<file path="config.mk">
export PLATFORM = sky130hd
export DESIGN_NAME = tcs_top
export DESIGN_NICKNAME = d
export VERILOG_FILES = /design/src/shared/tcs_pkg.sv /design/src/rtl/tcs_top.sv
export VERILOG_INCLUDE_DIRS = /design/src /design/src/shared
export SDC_FILE = /design/constraint.sdc
export NUM_CORES = 1
export LEC_CHECK = 0
export BUFFER_PORTS_ARGS = -buffer_cell sky130_fd_sc_hd__buf_4
export CORE_AREA = 4 4 143 145
export CTS_CLUSTER_SIZE = 12
export DETAILED_ROUTE_END_ITERATION = 16
export DIE_AREA = 0 0 147 149
export PLACE_DENSITY = 0.56
export SYNTH_ARGS = -nofsm -noshare
export SYNTH_HDL_FRONTEND = slang
export SYNTH_SLANG_ARGS = --single-unit
</file>
<file path="constraint.sdc">
create_clock -name aclk -period 2.9 [get_ports aclk]
set_clock_uncertainty 0.2 [all_clocks]
set_input_delay 0.29 -clock aclk [delete_from_list [all_inputs] [get_ports aclk]]
set_output_delay 0.29 -clock aclk [all_outputs]
set_load 0.005 [all_outputs]
</file>
<file path="src/shared/tcs_cfg.svh">
// Offsets, field positions, reset values for the cycle status block.
// Assumes a 32-bit AXI4-Lite register bus, byte addresses.
`ifndef TCS_CFG_SVH
`define TCS_CFG_SVH
`define TCS_OFF_STAT_A   12'h000
`define TCS_OFF_STAT_B   12'h004
`define TCS_OFF_IRQ_STAT 12'h008
`define TCS_OFF_IRQ_MASK 12'h00C
`define TCS_OFF_MODE     12'h010
`define TCS_FLAG_LSB     0
`define TCS_DIR_LSB      4
`define TCS_STAT_W       16
`define TCS_RST_STAT     16'h0000
`define TCS_RST_MASK     8'h00
`define TCS_RST_MODE     1'b0
`endif

</file>
<file path="src/shared/tcs_pkg.sv">
// Types shared by the cycle status block.
// Assumes tcs_cfg.svh supplies the numeric constants.
package tcs_pkg;
   // One sub-counter's live inputs
   typedef struct packed {
      logic [15:0] count;
      logic [15:0] limit;
      logic        down;
   } tcs_sub_t;
   // Read tracking for the clear protocol
   typedef enum logic [1:0] {RD_IDLE, RD_DATA} tcs_rd_state_t;
endpackage

</file>
<file path="src/rtl/tcs_top.sv">
// Cycle status registers for two timer channels, four sub-counters each.
// Assumes counters, limits and directions arrive synchronous to aclk.
//
// Our own choices: the AXI4-Lite slave port and the register addresses.
`timescale 1ns/1ns
`default_nettype none
`include "tcs_cfg.svh"

// Contract
// - Upper byte of both status registers always reads zero.
// - First channel bits 7..4 show down-count direction of D..A.
// - Second channel direction bits always read zero.
// - Bits 3..0 hold cycle-match flags D..A, bit 0 for A.
// - Normal mode: flag sets when counter equals its cycle limit.
// - Complementary mode: flag sets when first channel hits zero down.
// - Flag clears by write of 0 after reading it as 1, or by write of 1 to its bit in the interrupt status register.
// - Writing 1 to a flag in a status register has no effect.
// - All flags, mask and mode are zero after reset; first channel direction bits follow the live down inputs.
module tcs_top #(
   parameter int N_SUB = 4
) (
   input  wire logic                    aclk,
   input  wire logic                    aresetn,
   input  wire tcs_pkg::tcs_sub_t [3:0] sub_a,
   input  wire tcs_pkg::tcs_sub_t [3:0] sub_b,
   input  wire logic                    s_axi_awvalid,
   output logic                         s_axi_awready,
   input  wire logic [11:0]             s_axi_awaddr,
   input  wire logic                    s_axi_wvalid,
   output logic                         s_axi_wready,
   input  wire logic [31:0]             s_axi_wdata,
   input  wire logic [3:0]              s_axi_wstrb,
   output logic                         s_axi_bvalid,
   input  wire logic                    s_axi_bready,
   output logic [1:0]                   s_axi_bresp,
   input  wire logic                    s_axi_arvalid,
   output logic                         s_axi_arready,
   input  wire logic [11:0]             s_axi_araddr,
   output logic                         s_axi_rvalid,
   input  wire logic                    s_axi_rready,
   output logic [31:0]                  s_axi_rdata,
   output logic [1:0]                   s_axi_rresp,
   output logic                         irq
);

   initial begin
      if (N_SUB != 4) begin
         $error("tcs_top serves exactly four sub-counters");
      end
   end

   // ==========================================================
   // Helpers
   // ==========================================================
   // Status word of one channel
   function automatic logic [15:0] stat_word(input logic [3:0] dir,
                                             input logic [3:0] flg);
      stat_word = {8'h00, dir, flg};
   endfunction

   // ==========================================================
   // Flag set events
   // ==========================================================
   logic       compl_q;
   logic       compl_d;
   logic [3:0] set_a;
   logic [3:0] set_b;
   logic [3:0] dir_a;

   // Match or zero-in-down-count per sub-counter
   always_comb begin
      for (int i = 0; i < 4; i++) begin
         dir_a[i] = sub_a[i].down;
         if (compl_q) begin
            set_a[i] = sub_a[i].down && (sub_a[i].count == 16'h0000);
            set_b[i] = set_a[i];
         end else begin
            set_a[i] = (sub_a[i].count == sub_a[i].limit);
            set_b[i] = (sub_b[i].count == sub_b[i].limit);
         end
      end
   end

   // ==========================================================
   // Register bus state
   // ==========================================================
   logic        aw_q, aw_d, w_q, w_d, b_q, b_d;
   logic [11:0] awaddr_q, awaddr_d;
   logic [31:0] wdata_q, wdata_d;
   logic [3:0]  wstrb_q, wstrb_d;
   logic        rv_q, rv_d;
   logic [31:0] rdata_q, rdata_d;
   logic [1:0]  rresp_q, rresp_d, bresp_q, bresp_d;
   logic [3:0]  flg_a_q, flg_a_d, flg_b_q, flg_b_d;
   logic [3:0]  arm_a_q, arm_a_d, arm_b_q, arm_b_d;
   logic [7:0]  mask_q, mask_d;
   logic        do_wr, do_rd, hit;
   logic [3:0]  clr_a, clr_b;

   assign s_axi_awready = !aw_q && !b_q;
   assign s_axi_wready  = !w_q && !b_q;
   assign s_axi_arready = !rv_q;
   assign s_axi_bvalid  = b_q;
   assign s_axi_bresp   = bresp_q;
   assign s_axi_rvalid  = rv_q;
   assign s_axi_rdata   = rdata_q;
   assign s_axi_rresp   = rresp_q;
   assign do_wr = aw_q && w_q && !b_q;
   assign do_rd = s_axi_arvalid && !rv_q;

   // Next state of bus, flags, arming and control
   always_comb begin
      aw_d = aw_q; w_d = w_q; b_d = b_q;
      awaddr_d = awaddr_q; wdata_d = wdata_q; wstrb_d = wstrb_q;
      bresp_d = bresp_q; rv_d = rv_q; rdata_d = rdata_q;
      rresp_d = rresp_q; mask_d = mask_q; compl_d = compl_q;
      arm_a_d = arm_a_q; arm_b_d = arm_b_q;
      clr_a = 4'h0; clr_b = 4'h0; hit = 1'b1;
      if (s_axi_awvalid && s_axi_awready) begin
         aw_d = 1'b1; awaddr_d = s_axi_awaddr;
      end
      if (s_axi_wvalid && s_axi_wready) begin
         w_d = 1'b1; wdata_d = s_axi_wdata; wstrb_d = s_axi_wstrb;
      end
      if (do_wr) begin
         aw_d = 1'b0; w_d = 1'b0; b_d = 1'b1;
         case (awaddr_q[11:2])
            `TCS_OFF_STAT_A >> 2: begin
               if (wstrb_q[0]) clr_a = arm_a_q & ~wdata_q[3:0];
               arm_a_d = arm_a_q & ~clr_a;
            end
            `TCS_OFF_STAT_B >> 2: begin
               if (wstrb_q[0]) clr_b = arm_b_q & ~wdata_q[3:0];
               arm_b_d = arm_b_q & ~clr_b;
            end
            `TCS_OFF_IRQ_STAT >> 2: begin
               if (wstrb_q[0]) begin
                  clr_a = wdata_q[3:0] & flg_a_q;
                  clr_b = wdata_q[7:4] & flg_b_q;
               end
            end
            `TCS_OFF_IRQ_MASK >> 2: if (wstrb_q[0]) mask_d = wdata_q[7:0];
            `TCS_OFF_MODE >> 2: if (wstrb_q[0]) compl_d = wdata_q[0];
            default: hit = 1'b0;
         endcase
         bresp_d = hit ? 2'b00 : 2'b10;
      end
      if (b_q && s_axi_bready) b_d = 1'b0;
      if (rv_q && s_axi_rready) rv_d = 1'b0;
      if (do_rd) begin
         rv_d = 1'b1; rresp_d = 2'b00; rdata_d = 32'h0000_0000;
         case (s_axi_araddr[11:2])
            `TCS_OFF_STAT_A >> 2: begin
               rdata_d[15:0] = stat_word(dir_a, flg_a_q);
               arm_a_d = flg_a_q; // arm on read of 1
            end
            `TCS_OFF_STAT_B >> 2: begin
               rdata_d[15:0] = stat_word(4'h0, flg_b_q);
               arm_b_d = flg_b_q;
            end
            `TCS_OFF_IRQ_STAT >> 2: rdata_d[7:0] = {flg_b_q, flg_a_q};
            `TCS_OFF_IRQ_MASK >> 2: rdata_d[7:0] = mask_q;
            `TCS_OFF_MODE >> 2: rdata_d[0] = compl_q;
            default: rresp_d = 2'b10;
         endcase
      end
      // flags in bits 3..0, set beats clear
      flg_a_d = (flg_a_q & ~clr_a) | set_a;
      flg_b_d = (flg_b_q & ~clr_b) | set_b;
   end

   // Register stage
   always_ff @(posedge aclk) begin
      if (!aresetn) begin
         aw_q <= 1'b0; w_q <= 1'b0; b_q <= 1'b0;
         awaddr_q <= 12'h000; wdata_q <= 32'h0000_0000;
         wstrb_q <= 4'h0; bresp_q <= 2'b00;
         rv_q <= 1'b0; rdata_q <= 32'h0000_0000; rresp_q <= 2'b00;
         flg_a_q <= 4'h0; flg_b_q <= 4'h0;
         arm_a_q <= 4'h0; arm_b_q <= 4'h0;
         mask_q <= `TCS_RST_MASK; compl_q <= `TCS_RST_MODE;
      end else begin
         aw_q <= aw_d; w_q <= w_d; b_q <= b_d;
         awaddr_q <= awaddr_d; wdata_q <= wdata_d;
         wstrb_q <= wstrb_d; bresp_q <= bresp_d;
         rv_q <= rv_d; rdata_q <= rdata_d; rresp_q <= rresp_d;
         flg_a_q <= flg_a_d; flg_b_q <= flg_b_d;
         arm_a_q <= arm_a_d; arm_b_q <= arm_b_d;
         mask_q <= mask_d; compl_q <= compl_d;
      end
   end

   // Interrupt level from unmasked flags
   assign irq = |({flg_b_q, flg_a_q} & mask_q);

endmodule
`default_nettype wire

</file>
==> metrics.cfg <==
[run_status]
outcome = finished clean

[finish]
fillers = 2070
syn_to_final_growth_pct = 65.2
fin_area_mm2 = 0.00738
fin_util_pct = 38.4
finalNetCount = 1179
drive_above_1_share_pct = 39.6
layout_common_cells = 316 x buf_4, 109 x xor2_1, 58 x dfxtp_1
final_common_cell = buf_4

[synth]
dominantRegCellSynth = dfxtp_1
synthArstFlopShare_pct = 0
synth_top_area_cell = dfxtp_1
syn_area_per_cell_um2 = 8.28
ys_seq_area_share_pct = 26.0
synth_area_leaders = dfxtp_1 26%, xor2_1 21%, nor4_1 4.9%
synth_cells = 539
synth.distinct_cells = 46
synth_top_area_share_pct = 26.0
synth_edf_count = 0
netlist_area_mm2 = 0.00447
yosysWarnings = 0
synth-seq-cells = 58

[floorplanning]
rows = 51
die_w_um = 147
die_area_mm2 = 0.0219
start_util_pct = 23.2
core-area_mm2 = 0.0192
dieHeight_um = 149
io_pins = 373

[timing]
maxSlewHeadroom_pct = 63.8
setup_viol = 0
layout_min_cycle_time_ns = 2.47
worst_slew_pin_slew_ns = 0.540
min_period_over_period_pct = 85.3
tns_ns = 0
hold_viol_final = 0
slew_violations = 0
setup_ws_ns = 0.426
grt_setup_unrepaired = no
max_freq_mhz = 404

[clock_tree]
cts_num_sinks = 58
path_clk_slew_ns = 0.05
cts_buffers = 9
root_buffer = clkbuf_16
cts_setup_buffers = 0
cts_tree = yes
cts_resized = 0
cts_buffer_depth = 2
clk_latency_ns = 0.32
cts-htree-levels = 3
cts_hold_buf = 0

[placement]
dp_hpwl_mm = 17.1
gp_congestion = 0.833
place_ws_ns = 0.439
port_buffers = 311
post_dp_cell_area_mm2 = 0.00700

[drt]
viasPerCell = 4.40
drtAntennaViolNets = 0
avgRoutedWirePerCell_um = 17.3
routed-via-count = 4938
first_pass_iters = 4
finalWirelength_mm = 19.4
remaining_drc_errors = 0
drt_iter0_markers = 200

[worst_setup_path]
r2r_cells = 5
arrival_ns = 2.48
crit_type = reg -> reg
path_max_fanout = 7
end_kind = flip-flop
cp.required_ns = 2.91
crit_path_start_kind = flip-flop

[run]
drv_cap = 0

[power_and_ir_drop]
power.total_uw = 2810
ir_worst_vdd_uv = 312
power_density_mw_per_mm2 = 381
power_leakage_uw = 0.00336

[global_routing]
antenna_found_initial = 4
overflow = 0
grt_max_degree = 38
grt_pass1_vias = 5183
grt_usage_pct = 16.8
grt_pass1_wl_mm = 28.3

[hold_path]
whs_path_depth = 2
hp-class = in -> reg

## per-stage QoR
step | cells | hold slack (ns)
after floorplan | 564 | 0.228
after global placement | 1102 | 0.255
after detailed placement | 1102 | 0.258
after CTS | 1118 | 0.00395
after global routing | 1118 | 0.00693
final | 1121 | 0.0107
## where the power goes
group / leakage (uW) / internal (uW) / total (uW) / switching, uW
sequential: 0.000471 / 822 / 851 / 29.0
combinational: 0.00271 / 392 / 655 / 262
clock: 0.000180 / 947 / 1300 / 355
## cell usage after synthesis (16+ instances only)
master and instances:
nor2b_1 18, nor4_1 35, mux2i_1 21, o21ai_0 16
nor3_1 19, dfxtp_1 58, a21boi_0 27, buf_4 26
xor2_1 109, nand2_1 55, xnor2_1 19
## logic make-up after synthesis
group	count (synthesis)	share of synthesized area [%]
mux	21	4.71
other cells	1	0.0840
compound gates	84	13.1
xor+xnor	128	25.1
buf+inv	53	6.67
simple gates	194	24.3
flops	58	26.0
## worst paths after layout
path | start | to | slack, ns
max | awaddr_q[10]$_SDFFE_PN0P_ | flg_b_q[2]$_SDFF_PN0_ | 0.43
min | s_axi_arvalid | s_axi_rvalid$_SDFFE_PN0P_ | 0.01
max reg2reg | awaddr_q[10]$_SDFFE_PN0P_ | flg_b_q[2]$_SDFF_PN0_ | 0.43
min reg2reg | awaddr_q[8]$_SDFFE_PN0P_ | awaddr_q[8]$_SDFFE_PN0P_ | 0.26
## per-layer routing
metal | global-route usage [%] | wire length (um)
met3 | 6.08 | 2050
met4 | 2.38 | 172
met1 | 20.2 | 7700
met5 | 0 | 48
met2 | 29.7 | 9400
## final cells by class
cell class | count | area [um2] | area share, %
sequential | 58 | 1160 | 15.7
tap | 265 | 332 | 4.49
inverter | 10 | 37.5 | 0.509
clock inverter | 5 | 125 | 1.70
clock buffer | 11 | 243 | 3.29
antenna | 3 | 7.51 | 0.102
multi-input combinational | 453 | 3100 | 42.0
timing repair buffer | 316 | 2370 | 32.2
## sequential cells by signal (all words and copies together) (netlist names)
| register | cells |
|---|---|
| arm_b_q | 4 |
| aw_q | 1 |
| s_axi_rdata | 8 |
| s_axi_rresp | 1 |
| wstrb_q | 1 |
| flg_b_q | 4 |
| awaddr_q | 10 |
| w_q | 1 |
| mask_q | 8 |
| s_axi_bvalid | 1 |
| s_axi_rvalid | 1 |
| flg_a_q | 4 |
| arm_a_q | 4 |
| compl_q | 1 |
| wdata_q | 8 |
| s_axi_bresp | 1 |
## critical path, stage by stage, from the launching register on
cell      delay [ns]
dfxtp_1         0.31
nor4_2          0.45
nand4b_1        0.35
nor3b_2         0.57
a221oi_1        0.19
o31a_1          0.30
(Power assumes the default switching activity.)
